<file path="config.mk">
export PLATFORM = sky130hd
export DESIGN_NAME = mbh_handler
export DESIGN_NICKNAME = d
export VERILOG_FILES = /design/src/rtl/mbh_pkg.sv /design/src/rtl/mbh_handler.sv /design/src/rtl/mbh_crc16.sv
export VERILOG_INCLUDE_DIRS = /design/src /design/src/rtl
export SDC_FILE = /design/constraint.sdc
export NUM_CORES = 2
export LEC_CHECK = 0
export BUFFER_PORTS_ARGS = -buffer_cell sky130_fd_sc_hd__buf_2
export CAP_MARGIN = 40
export CORE_ASPECT_RATIO = 0.75
export CORE_MARGIN = 3
export CORE_UTILIZATION = 40
export CTS_CLUSTER_DIAMETER = 30
export CTS_CLUSTER_SIZE = 8
export DETAILED_ROUTE_END_ITERATION = 8
export PLACE_DENSITY = 0.56
export SLEW_MARGIN = 20
export SYNTH_ARGS = -nofsm -noshare
export SYNTH_HDL_FRONTEND = slang
export SYNTH_SLANG_ARGS = --single-unit
</file>
<file path="constraint.sdc">
create_clock -name sys_clk -period 11.3 [get_ports sys_clk]
set_clock_uncertainty 0.05 [all_clocks]
set_input_delay 2.825 -clock sys_clk [delete_from_list [all_inputs] [get_ports sys_clk]]
set_output_delay 2.825 -clock sys_clk [all_outputs]
set_load 0.01 [all_outputs]
</file>
<file path="src/rtl/mbh_consts.svh">
`ifndef MBH_CONSTS_SVH
`define MBH_CONSTS_SVH
// ==========================================
// Function and exception codes
`define MBH_FC_READ        8'h03
`define MBH_FC_DIAG        8'h08
`define MBH_FC_WRITE       8'h10
`define MBH_EXC_FLAG       8'h80
`define MBH_EXC_NONE       8'h00
`define MBH_EXC_FUNC       8'h01
`define MBH_EXC_ADDR       8'h02
`define MBH_EXC_VALUE      8'h03
`define MBH_EXC_DEVICE     8'h04
`define MBH_BROADCAST      8'h00
// ==========================================
// Diagnostic sub-functions
`define MBH_SUB_ECHO       16'h0000
`define MBH_SUB_CLEAR      16'h000A
`define MBH_SUB_CNT_FIRST  16'h000B
`define MBH_SUB_CNT_LAST   16'h0012
`define MBH_SUB_CLR_OVR    16'h0014
// ==========================================
// Counter slots, sub-function 11 upward
`define MBH_CNT_NUM        8
`define MBH_CNT_BUS        3'h0
`define MBH_CNT_CRC        3'h1
`define MBH_CNT_EXC        3'h2
`define MBH_CNT_SLAVE      3'h3
`define MBH_CNT_NORESP     3'h4
`define MBH_CNT_NAK        3'h5
`define MBH_CNT_BUSY       3'h6
`define MBH_CNT_OVR        3'h7
// ==========================================
// Frame layout and sizes
`define MBH_BUF_DEPTH      64
`define MBH_LEN_W          7
`define MBH_POS_ADDR       0
`define MBH_POS_FC         1
`define MBH_POS_HI         2
`define MBH_POS_LO         3
`define MBH_POS_QTY_HI     4
`define MBH_POS_QTY_LO     5
`define MBH_POS_BC         6
`define MBH_POS_DATA       7
`define MBH_MIN_FRAME      7'h08
`define MBH_WR_OVERHEAD    7'h09
`define MBH_MAX_QTY        16'h0010
`define MBH_ADDR_SPACE     17'h10000
`define MBH_LEN_EXC        7'h03
`define MBH_LEN_ECHO_HDR   7'h06
`define MBH_LEN_READ_HDR   7'h03
`define MBH_LEN_CRC        7'h02
`define MBH_CRC_INIT       16'hFFFF
`define MBH_CRC_POLY       16'hA001
`endif

</file>
<file path="src/rtl/mbh_pkg.sv">
`include "mbh_consts.svh"
package mbh_pkg;
	// ==========================================
	// Controller states and reply kinds
	typedef enum logic [2:0] {MBH_ST_IDLE, MBH_ST_DECODE, MBH_ST_CHECK, MBH_ST_WRITE, MBH_ST_REPLY,
		MBH_ST_SEND} mbh_state_type;
	typedef enum logic [1:0] {MBH_RSP_EXC, MBH_RSP_ECHO, MBH_RSP_COUNTER, MBH_RSP_READ} mbh_resp_type;
	// ==========================================
	// Whole module state, registered as one word
	typedef struct packed {
		mbh_state_type                           st;
		mbh_resp_type                            kind;
		logic [`MBH_BUF_DEPTH-1:0][7:0]          rx_buf;
		logic [`MBH_LEN_W-1:0]                   len;
		logic                                    ovr_seen;
		logic [15:0]                             crc;
		logic [4:0]                              idx;
		logic                                    phase;
		logic [`MBH_LEN_W-1:0]                   tidx;
		logic [`MBH_LEN_W-1:0]                   rsp_len;
		logic [7:0]                              exc_code;
		logic [`MBH_CNT_NUM-1:0][15:0]           cnt;
		logic                                    ovr_flag;
		logic [15:0]                             diag;
		logic                                    tx_valid;
		logic [7:0]                              tx_byte;
		logic                                    tx_last;
		logic [15:0]                             map_addr;
		logic [15:0]                             map_wr_data;
		logic                                    map_wr_en;
	} mbh_state_type_reg_type;
endpackage

</file>
<file path="src/rtl/mbh_handler.sv">
// Operation
// [RL1] Write quantity outside 1..16 gives exception 3
// [RL2] Byte count not twice quantity: exception 3
// [RL3] Bad start or range gives exception 2
// [RL4] Limit breach or protected gives exception 4
// [RL5] Writing read-only register gives exception 4
// [RL6] Start not item start gives exception 2
// [RL7] Writes into map gaps silently dropped
// [RL8] Partial last item write gives exception 4
// [RL9] Master sends fixed write query byte order
// [RL10] Write reply echoes address, function, start, quantity
// [RL11] Read reply: byte count, values high first
// [RL12] Sub-function 0 loops request data back
// [RL13] Sub-function 10, reset, restart clear counters
// [RL14] Sub-function 11 returns bus message count
// [RL15] Sub-function 12 returns CRC error count
// [RL16] Sub-function 13 returns exception count
// [RL17] Sub-function 14 returns processed message count
// [RL18] Sub-function 15 returns no-response count
// [RL19] Sub-function 16 returns NAK count
// [RL20] Sub-function 17 returns busy count
// [RL21] Sub-function 18 returns overrun count
// [RL22] Sub-function 20 clears overrun counter, flag
// [RL23] Only functions 3, 8, 16 accepted
// [RL24] Read gaps return zero bytes
// [RL25] Unsupported code gives exception 1, counted
// [RL26] Counters 16 bits, wrap, high first
`timescale 1ns/1ps
`include "mbh_consts.svh"
module mbh_handler (
	input  wire logic        sys_clk,
	input  wire logic        reset_n,
	input  wire logic [7:0]  own_address,
	input  wire logic        comm_restart,
	input  wire logic        rx_valid,
	input  wire logic [7:0]  rx_byte,
	input  wire logic        rx_last,
	input  wire logic        rx_overrun,
	input  wire logic        tx_ready,
	input  wire logic        map_addr_ok,
	input  wire logic        map_mapped,
	input  wire logic        map_item_first,
	input  wire logic        map_item_end,
	input  wire logic        map_writable,
	input  wire logic        map_value_ok,
	input  wire logic [15:0] map_rd_data,
	output logic             tx_valid,
	output logic      [7:0]  tx_byte,
	output logic             tx_last,
	output logic      [15:0] map_addr,
	output logic      [15:0] map_wr_data,
	output logic             map_wr_en,
	output logic             overrun_flag
);
	mbh_pkg::mbh_state_type_reg_type s_reg;
	mbh_pkg::mbh_state_type_reg_type s_next;
	logic [15:0]             start;
	logic [15:0]             qty;
	logic [7:0]              fc;
	logic [7:0]              bc;
	logic [15:0]             value_nxt;
	logic [15:0]             rx_crc_next;
	logic [15:0]             tx_crc_next;
	logic [7:0]              tx_src;
	logic [15:0]             cnt_val;
	logic [`MBH_LEN_W-1:0]   tidx_inc;
	logic                    broadcast;
	logic                    can_load;
	logic                    last_reg;

	// ==========================================
	// Request field views
	assign start     = {s_reg.rx_buf[`MBH_POS_HI], s_reg.rx_buf[`MBH_POS_LO]};
	assign qty       = {s_reg.rx_buf[`MBH_POS_QTY_HI], s_reg.rx_buf[`MBH_POS_QTY_LO]};
	assign fc        = s_reg.rx_buf[`MBH_POS_FC];
	assign bc        = s_reg.rx_buf[`MBH_POS_BC];
	assign broadcast = s_reg.rx_buf[`MBH_POS_ADDR] == `MBH_BROADCAST;
	assign value_nxt = {s_reg.rx_buf[`MBH_POS_DATA + 2 + 2 * s_reg.idx],
		s_reg.rx_buf[`MBH_POS_DATA + 3 + 2 * s_reg.idx]};
	assign cnt_val   = s_reg.cnt[3'(start - `MBH_SUB_CNT_FIRST)]; // RL26
	assign tidx_inc  = s_reg.tidx + 7'h01;
	assign can_load  = !s_reg.tx_valid || tx_ready;
	assign last_reg  = {11'h000, s_reg.idx} == qty - 16'h0001;

	// ==========================================
	// CRC steps: one on the receive stream, one on the reply
	mbh_crc16 u_rx_crc (
		.crc_in  (s_reg.crc),
		.data    (rx_byte),
		.crc_out (rx_crc_next)
	);
	mbh_crc16 u_tx_crc (
		.crc_in  (s_reg.crc),
		.data    (tx_src),
		.crc_out (tx_crc_next)
	);

	// Reply byte at the current index, chosen by reply kind
	always_comb begin
		logic [`MBH_LEN_W-1:0] rd_off;
		rd_off = s_reg.tidx - `MBH_LEN_READ_HDR;
		tx_src = s_reg.rx_buf[s_reg.tidx[5:0]];
		unique case (s_reg.kind)
			mbh_pkg::MBH_RSP_EXC: begin
				if (s_reg.tidx == 7'h01)
					tx_src = fc | `MBH_EXC_FLAG; // RL25
				else if (s_reg.tidx == 7'h02)
					tx_src = s_reg.exc_code;
			end
			mbh_pkg::MBH_RSP_ECHO: tx_src = s_reg.rx_buf[s_reg.tidx[5:0]]; // RL10 RL12
			mbh_pkg::MBH_RSP_COUNTER: begin
				if (s_reg.tidx == 7'h04)
					tx_src = cnt_val[15:8]; // RL26
				else if (s_reg.tidx == 7'h05)
					tx_src = cnt_val[7:0];
			end
			mbh_pkg::MBH_RSP_READ: begin
				if (s_reg.tidx == 7'h02)
					tx_src = {qty[6:0], 1'b0}; // RL11
				else if (s_reg.tidx >= `MBH_LEN_READ_HDR)
					tx_src = !map_mapped ? 8'h00 : (rd_off[0] ? map_rd_data[7:0] : map_rd_data[15:8]); // RL24
			end
		endcase
	end

	// ==========================================
	// Next-state logic for the whole handler
	always_comb begin
		logic ovr_event;
		ovr_event = 1'b0;
		s_next = s_reg;
		s_next.map_wr_en = 1'b0;
		unique case (s_reg.st)
			mbh_pkg::MBH_ST_IDLE: begin
				if (rx_overrun)
					s_next.ovr_seen = 1'b1;
				if (rx_valid) begin
					// Oversized frames keep their head; the tail is only checked by CRC
					if (s_reg.len < 7'(`MBH_BUF_DEPTH)) begin
						s_next.rx_buf[s_reg.len[5:0]] = rx_byte;
						s_next.len = s_reg.len + 7'h01;
					end
					s_next.crc = rx_crc_next;
				end
				if (rx_valid && rx_last) begin
					s_next.len = s_reg.len + 7'h01;
					s_next.ovr_seen = 1'b0;
					s_next.crc = `MBH_CRC_INIT;
					s_next.cnt[`MBH_CNT_BUS] = s_reg.cnt[`MBH_CNT_BUS] + 16'h0001; // RL14
					if (rx_crc_next != 16'h0000 || s_reg.len + 7'h01 < `MBH_MIN_FRAME) begin
						s_next.cnt[`MBH_CNT_CRC] = s_reg.cnt[`MBH_CNT_CRC] + 16'h0001; // RL15
						s_next.len = '0;
					end else if (s_reg.rx_buf[`MBH_POS_ADDR] != own_address && !broadcast) begin
						s_next.len = '0;
					end else begin
						s_next.cnt[`MBH_CNT_SLAVE] = s_reg.cnt[`MBH_CNT_SLAVE] + 16'h0001; // RL17
						if (s_reg.ovr_seen || rx_overrun) begin
							// Overrun frames are dropped without a reply
							s_next.cnt[`MBH_CNT_OVR] = s_reg.cnt[`MBH_CNT_OVR] + 16'h0001; // RL21
							s_next.cnt[`MBH_CNT_NORESP] = s_reg.cnt[`MBH_CNT_NORESP] + 16'h0001; // RL18
							s_next.ovr_flag = 1'b1;
							ovr_event = 1'b1;
							s_next.diag[0] = 1'b1;
							s_next.len = '0;
						end else
							s_next.st = mbh_pkg::MBH_ST_DECODE;
					end
				end
			end
			mbh_pkg::MBH_ST_DECODE: begin
				s_next.st = mbh_pkg::MBH_ST_REPLY;
				s_next.kind = mbh_pkg::MBH_RSP_EXC;
				s_next.exc_code = `MBH_EXC_FUNC; // RL23 RL25
				s_next.rsp_len = `MBH_LEN_EXC;
				if (fc == `MBH_FC_READ || fc == `MBH_FC_WRITE) begin
					if (qty == 16'h0000 || qty > `MBH_MAX_QTY)
						s_next.exc_code = `MBH_EXC_VALUE; // RL1
					else if (fc == `MBH_FC_WRITE && (bc != {qty[6:0], 1'b0} ||
						s_reg.len != `MBH_WR_OVERHEAD + 7'(bc)))
						s_next.exc_code = `MBH_EXC_VALUE; // RL2
					else if ({1'b0, start} + {1'b0, qty} > `MBH_ADDR_SPACE)
						s_next.exc_code = `MBH_EXC_ADDR; // RL3
					else begin
						s_next.st = mbh_pkg::MBH_ST_CHECK;
						s_next.exc_code = `MBH_EXC_NONE;
						s_next.idx = '0;
						s_next.map_addr = start;
						s_next.map_wr_data = {s_reg.rx_buf[`MBH_POS_DATA], s_reg.rx_buf[`MBH_POS_DATA + 1]};
					end
				end else if (fc == `MBH_FC_DIAG) begin
					s_next.kind = mbh_pkg::MBH_RSP_ECHO;
					s_next.rsp_len = s_reg.len - `MBH_LEN_CRC; // RL12
					if (start == `MBH_SUB_CLEAR) begin
						s_next.cnt = '0; // RL13
						s_next.diag = '0;
						s_next.ovr_flag = 1'b0;
					end else if (start == `MBH_SUB_CLR_OVR) begin
						s_next.cnt[`MBH_CNT_OVR] = '0; // RL22
						s_next.ovr_flag = 1'b0;
						s_next.diag[0] = 1'b0;
					end else if (start >= `MBH_SUB_CNT_FIRST && start <= `MBH_SUB_CNT_LAST) begin
						s_next.kind = mbh_pkg::MBH_RSP_COUNTER; // RL14 RL16 RL18 RL19 RL20 RL21
						s_next.rsp_len = `MBH_LEN_ECHO_HDR;
					end else if (start != `MBH_SUB_ECHO) begin
						s_next.kind = mbh_pkg::MBH_RSP_EXC;
						s_next.rsp_len = `MBH_LEN_EXC; // RL25
					end
				end
			end
			mbh_pkg::MBH_ST_CHECK: begin
				// Address faults end the scan at once; device faults wait in case one follows
				if (!map_addr_ok || (fc == `MBH_FC_WRITE && s_reg.idx == 5'h00 && !(map_mapped && map_item_first))) begin
					s_next.exc_code = `MBH_EXC_ADDR; // RL3 RL6
					s_next.kind = mbh_pkg::MBH_RSP_EXC;
					s_next.rsp_len = `MBH_LEN_EXC;
					s_next.st = mbh_pkg::MBH_ST_REPLY;
				end else begin
					if (fc == `MBH_FC_WRITE && map_mapped && (!map_writable || !map_value_ok))
						s_next.exc_code = `MBH_EXC_DEVICE; // RL4 RL5
					if (fc == `MBH_FC_WRITE && map_mapped && last_reg && !map_item_end)
						s_next.exc_code = `MBH_EXC_DEVICE; // RL8
					if (!last_reg) begin
						s_next.idx = s_reg.idx + 5'h01;
						s_next.map_addr = s_reg.map_addr + 16'h0001;
						s_next.map_wr_data = value_nxt;
					end else if (s_next.exc_code != `MBH_EXC_NONE) begin
						s_next.kind = mbh_pkg::MBH_RSP_EXC;
						s_next.rsp_len = `MBH_LEN_EXC;
						s_next.st = mbh_pkg::MBH_ST_REPLY;
					end else if (fc == `MBH_FC_WRITE) begin
						s_next.st = mbh_pkg::MBH_ST_WRITE;
						s_next.idx = '0;
						s_next.phase = 1'b0;
						s_next.map_addr = start;
						s_next.map_wr_data = {s_reg.rx_buf[`MBH_POS_DATA], s_reg.rx_buf[`MBH_POS_DATA + 1]};
					end else begin
						s_next.kind = mbh_pkg::MBH_RSP_READ;
						s_next.rsp_len = `MBH_LEN_READ_HDR + 7'({qty[5:0], 1'b0}); // RL11
						s_next.map_addr = start;
						s_next.st = mbh_pkg::MBH_ST_REPLY;
					end
				end
			end
			mbh_pkg::MBH_ST_WRITE: begin
				// Two cycles a register: strobe, then step the address
				if (!s_reg.phase) begin
					s_next.map_wr_en = map_mapped; // RL7
					s_next.phase = 1'b1;
				end else if (last_reg) begin
					s_next.kind = mbh_pkg::MBH_RSP_ECHO;
					s_next.rsp_len = `MBH_LEN_ECHO_HDR; // RL10
					s_next.st = mbh_pkg::MBH_ST_REPLY;
				end else begin
					s_next.phase = 1'b0;
					s_next.idx = s_reg.idx + 5'h01;
					s_next.map_addr = s_reg.map_addr + 16'h0001;
					s_next.map_wr_data = value_nxt;
				end
			end
			mbh_pkg::MBH_ST_REPLY: begin
				s_next.crc = `MBH_CRC_INIT;
				s_next.tidx = '0;
				if (broadcast) begin
					s_next.cnt[`MBH_CNT_NORESP] = s_reg.cnt[`MBH_CNT_NORESP] + 16'h0001; // RL18
					s_next.len = '0;
					s_next.st = mbh_pkg::MBH_ST_IDLE;
				end else begin
					if (s_reg.kind == mbh_pkg::MBH_RSP_EXC)
						s_next.cnt[`MBH_CNT_EXC] = s_reg.cnt[`MBH_CNT_EXC] + 16'h0001; // RL16 RL25
					s_next.st = mbh_pkg::MBH_ST_SEND;
				end
			end
			mbh_pkg::MBH_ST_SEND: begin
				if (can_load) begin
					s_next.tidx = tidx_inc;
					s_next.tx_valid = 1'b1;
					s_next.tx_last = 1'b0;
					if (s_reg.tidx < s_reg.rsp_len) begin
						s_next.tx_byte = tx_src;
						s_next.crc = tx_crc_next;
						if (s_reg.kind == mbh_pkg::MBH_RSP_READ && tidx_inc >= `MBH_LEN_READ_HDR)
							s_next.map_addr = start + {9'h000, 7'((tidx_inc - `MBH_LEN_READ_HDR) >> 1)};
					end else if (s_reg.tidx == s_reg.rsp_len) begin
						s_next.tx_byte = s_reg.crc[7:0];
					end else if (s_reg.tidx == s_reg.rsp_len + 7'h01) begin
						s_next.tx_byte = s_reg.crc[15:8];
						s_next.tx_last = 1'b1;
					end else begin
						s_next.tx_valid = 1'b0;
						s_next.tidx = s_reg.tidx;
						s_next.len = '0;
						s_next.crc = `MBH_CRC_INIT;
						s_next.st = mbh_pkg::MBH_ST_IDLE;
					end
				end
			end
		endcase
		// A restart clears the statistics and the overrun flag; the frame in hand carries on
		if (comm_restart) begin
			s_next.cnt = '0; // RL13
			// An overrun caught in this same cycle survives the restart: set wins
			s_next.diag = {15'h0000, ovr_event};
			s_next.ovr_flag = ovr_event;
		end
	end

	// ==========================================
	// State register, synchronous reset
	always_ff @(posedge sys_clk) begin
		if (!reset_n) begin
			s_reg <= '0; // RL13
			s_reg.st <= mbh_pkg::MBH_ST_IDLE;
			s_reg.crc <= `MBH_CRC_INIT;
		end else
			s_reg <= s_next;
	end

	assign tx_valid     = s_reg.tx_valid;
	assign tx_byte      = s_reg.tx_byte;
	assign tx_last      = s_reg.tx_last;
	assign map_addr     = s_reg.map_addr;
	assign map_wr_data  = s_reg.map_wr_data;
	assign map_wr_en    = s_reg.map_wr_en;
	assign overrun_flag = s_reg.ovr_flag;

	// ==========================================
	// Checks
	a_qty_range: assert property (@(posedge sys_clk) disable iff (!reset_n) // RL1
		s_reg.st == mbh_pkg::MBH_ST_DECODE && fc == `MBH_FC_WRITE && (qty == 16'h0000 || qty > `MBH_MAX_QTY)
		|=> s_reg.exc_code == `MBH_EXC_VALUE && s_reg.st == mbh_pkg::MBH_ST_REPLY)
		else $error("bad quantity not refused with code 3");
	a_byte_total: assert property (@(posedge sys_clk) disable iff (!reset_n) // RL2
		s_reg.st == mbh_pkg::MBH_ST_DECODE && fc == `MBH_FC_WRITE && qty != 16'h0000 && qty <= `MBH_MAX_QTY
		&& bc != {qty[6:0], 1'b0} |=> s_reg.exc_code == `MBH_EXC_VALUE)
		else $error("byte total mismatch not refused");
	a_start_item: assert property (@(posedge sys_clk) disable iff (!reset_n) // RL6
		s_reg.st == mbh_pkg::MBH_ST_CHECK && fc == `MBH_FC_WRITE && s_reg.idx == 5'h00 && !map_item_first
		|=> s_reg.exc_code == `MBH_EXC_ADDR ##1 s_reg.st == mbh_pkg::MBH_ST_SEND || broadcast)
		else $error("misaligned start not refused with code 2");
	a_protect_code: assert property (@(posedge sys_clk) disable iff (!reset_n) // RL5
		s_reg.st == mbh_pkg::MBH_ST_CHECK && fc == `MBH_FC_WRITE && map_addr_ok && map_mapped && !map_writable
		&& (s_reg.idx != 5'h00 || map_item_first) |=> s_reg.exc_code == `MBH_EXC_DEVICE)
		else $error("protected register write not refused");
	a_write_gaps: assert property (@(posedge sys_clk) disable iff (!reset_n) // RL7
		map_wr_en |-> $past(map_mapped) && s_reg.exc_code == `MBH_EXC_NONE && $stable(map_addr))
		else $error("write strobe into gap or after fault");
	a_tail_item: assert property (@(posedge sys_clk) disable iff (!reset_n) // RL8
		s_reg.st == mbh_pkg::MBH_ST_CHECK && fc == `MBH_FC_WRITE && map_addr_ok && last_reg && map_mapped
		&& !map_item_end && (s_reg.idx != 5'h00 || map_item_first) |=> s_reg.exc_code == `MBH_EXC_DEVICE)
		else $error("partial item write not refused");
	a_read_total: assert property (@(posedge sys_clk) disable iff (!reset_n) // RL11
		s_reg.st == mbh_pkg::MBH_ST_SEND && s_reg.kind == mbh_pkg::MBH_RSP_READ && s_reg.tidx == 7'h03 && tx_valid
		|-> tx_byte == {qty[6:0], 1'b0})
		else $error("read byte count wrong");
	a_clear_all: assert property (@(posedge sys_clk) disable iff (!reset_n) // RL13
		s_reg.st == mbh_pkg::MBH_ST_DECODE && fc == `MBH_FC_DIAG && start == `MBH_SUB_CLEAR
		|=> s_reg.cnt == '0 && s_reg.diag == 16'h0000 ##1 s_reg.cnt[`MBH_CNT_BUS] == 16'h0000)
		else $error("counters not cleared");
	a_crc_count: assert property (@(posedge sys_clk) disable iff (!reset_n || comm_restart) // RL15
		s_reg.st == mbh_pkg::MBH_ST_IDLE && rx_valid && rx_last && rx_crc_next != 16'h0000
		|=> s_reg.cnt[`MBH_CNT_CRC] == $past(s_reg.cnt[`MBH_CNT_CRC]) + 16'h0001)
		else $error("CRC error not counted");
	a_ovr_clear: assert property (@(posedge sys_clk) disable iff (!reset_n || comm_restart) // RL22
		s_reg.st == mbh_pkg::MBH_ST_DECODE && fc == `MBH_FC_DIAG && start == `MBH_SUB_CLR_OVR
		|=> s_reg.cnt[`MBH_CNT_OVR] == 16'h0000 && !overrun_flag
		&& s_reg.cnt[`MBH_CNT_SLAVE] == $past(s_reg.cnt[`MBH_CNT_SLAVE]))
		else $error("overrun clear touched wrong state");
	a_exc_func: assert property (@(posedge sys_clk) disable iff (!reset_n) // RL25
		s_reg.st == mbh_pkg::MBH_ST_SEND && s_reg.kind == mbh_pkg::MBH_RSP_EXC && s_reg.tidx == 7'h02 && tx_valid
		|-> tx_byte == (fc | `MBH_EXC_FLAG))
		else $error("exception function byte wrong");
endmodule // mbh_handler

</file>
<file path="src/rtl/mbh_crc16.sv">
`timescale 1ns/1ps
`include "mbh_consts.svh"
// ==========================================
// One byte step of the reflected serial-line CRC
module mbh_crc16 (
	input  wire logic [15:0] crc_in,
	input  wire logic [7:0]  data,
	output logic      [15:0] crc_out
);
	// Bitwise loop keeps the polynomial in one place
	always_comb begin
		logic [15:0] c;
		c = crc_in ^ {8'h00, data};
		for (int b = 0; b < 8; b++) begin
			c = c[0] ? ((c >> 1) ^ `MBH_CRC_POLY) : (c >> 1);
		end
		crc_out = c;
	end
endmodule // mbh_crc16

</file>
==> results.ini <==
[status]
outcome = completed

[pwr]
ir_drop_mv = 0.1332
total_power_w = 0.007158
p_leak_nw = 16.98
powerDensity_nw_per_um2 = 149.3

[routing]
avgViaCountPerCell = 6.283
post_drt_wl_per_cell_um = 26.85
first_iter_violations = 4813
met1_length_mm = 69.09
drt_wl_total_mm = 159.1
vias = 37220
wl_met2_mm = 63.46
wl_met3_mm = 22.21
drcViolationCount = 0
ant_nets = 0
highest_layer = met5
first_pass_iters = 6

[clock_tree]
cts_resized = 0
ctsHoldBuffers = 0
cts.sinks = 709
clock_path_buffers = 3
cts_tree = built
clockRootBuffer = clkbuf_16
clock_latency_ns = 0.76
cts_setup_buffers = 0
path_clk_slew_ns = 0.05
numCtsBuffers = 142
cts_max_level = 4

[worst_setup_path]
r2r-start = s_reg[265]
arrival_ns = 7.90
worstSetupEndpointType = flop
cp-startpoint = rx_byte[1]
worstSetupPathType = in -> reg
cp-start-kind = input port
cp.required_ns = 11.92
crit_fanout = 65

[grt]
grt_max_degree = 119
track_usage_pct = 28.89
overflow = 0
grt_pass1_vias = 34000
grt_pass1_wl_mm = 233.1
antenna_found_initial = 5

[sta]
fmax_mhz = 137.3
timing.final.max_slew_violations = 0
setup-violations-final = 0
slew_headroom_pct = 37.79
period_minus_slack_ns = 7.285
final-hold-violation-count = 0
fin_setup_tns_ns = 0
rsz0062_at_grt = false
post-route-period-util_pct = 64.47
hold-worst-slack_ns = 0.4037
tightest_slew_ns = 0.9297

[synth]
synth_top_area_share_pct = 34.29
ys_seq_area_share_pct = 34.29
synth_top_area_cell = dfxtp_1
ys_warn_count = 0
synthesis.nets = 4643
yosysMostFrequentCell = dfxtp_1
synthCells = 4536
synth_cell_types = 92
avgSynthCellArea_um2 = 9.125
synth_common_cells = dfxtp_1, nor2_1, nand2_1
synth_edf_count = 0
async_reset_ff_share_pct = 0
netlist_area_um2 = 41390
synthTopCellsByArea = dfxtp_1, mux4_2, mux2i_1, nor2_1, a21oi_1
synth_seq_cells = 709
synth_ff_type = dfxtp_1

[layout]
fin_cells = 5924
seqCellArea_um2 = 14220
largest_register_ffs = 633
num-fill-cells = 9550
final_layout_size_suffix_gt1_share_pct = 17.93
finalNetCount = 4588
area_growth_pct = 15.81
multiInputGateArea_um2 = 25260

[die]
core_area_um2 = 102000
dieArea_um2 = 107400
fp.dieH_um = 284.6
ioPinCount = 89
chipWidth_um = 377.5
initial_core_util_pct = 40.59
rows = 101

[hold_path]
hp-class = reg -> reg
hp-start = tx_byte[5]

[place]
dpl.cell_count = 5666
portBuffers = 88
finalWeightedCongestion = 0.9746
place_hpwl_mm = 109.5

[job]
cap_violations = 0

-- critical path, stage by stage --
cell and delay, ns:
buf_2 0.08, buf_4 0.62, xnor2_1 0.25, xnor2_1 0.49, xor2_1 0.22, xnor2_1 0.16, ha_1 0.31, xnor2_1 0.15
nand4b_1 0.14, nor4_1 0.27, and4_1 0.23, nand3_1 0.18, nor2_1 0.19, nand2_1 0.09, a22o_1 0.27, nor2_2 0.37
nand4_1 0.43, or3_1 0.44, a21oi_1 0.14
-- where the power goes --
| part | internal [W] | switching [W] | total [W] |
|---|---|---|---|
| logic | 0.000123 | 0.000228 | 0.000351 |
| clock network | 0.00282 | 0.00145 | 0.00427 |
| registers | 0.00252 | 0.0000230 | 0.00254 |
| total | 0.00546 | 0.00170 | 0.00716 |
-- cell families after synthesis --
kind of cell / synth area share (%)
muxes: 25.45
xor gates and xnor gates: 4.029
DFF: 34.29
AOI/OAI and AO/OA: 12.14
and+or+nand+nor: 17.19
adders and majority gates: 1.910
buffers and inverters: 4.997
-- placed cells by master, fill, tap and decap left out, drive strengths merged, types with 105 or more instances in the layout --
cell type / n
dfxtp: 709
nor2: 562
nand2: 474
mux2i: 366
a21oi: 359
mux4: 294
nand3: 264
buf: 218
o21ai: 197
clkbuf: 189
xnor2: 105
-- routing by layer --
metal | vias up | track usage, %
met3 | 290 | 10.11
met4 | 8 | 9.065
met1 | 18330 | 42.71
met5 | - | 0
met2 | 2222 | 38.80
li1 | 16370 | -
-- area by class of cell --
| type | count | share of cell area [%] |
|---|---|---|
| well taps | 1339 | 3.495 |
| diodes | 1 | 0.005220 |
| repair buffers | 218 | 3.599 |
| inverters | 55 | 0.4463 |
| multi-input cells | 3355 | 52.70 |
| flip-flops and latches | 709 | 29.66 |
| clock buffers | 189 | 8.520 |
| clock inverters | 58 | 1.577 |
-- through the flow --
step           util [%]  instance area, µm²  setup WS (ns)
5_1_grt           47.00               47930          3.627
2_1_floorplan         -               41390          4.744
4_1_cts           46.82               47750          4.177
3_3_place_gp      41.77               42590          3.240
6_report          47.00               47940          4.015
3_5_place_dp      42.07               42910          3.387
-- path summary, 6_finish.rpt --
check	to	slack, ns	cells after the start
worst max-delay path	s_reg[177]	4.01	19
worst min-delay path	tx_byte[5]	0.40	2
worst max register to register	map_wr_data[1]	5.79	16
worst min register to register	tx_byte[5]	0.40	2
Note: power is estimated with default switching activity, not from simulation.
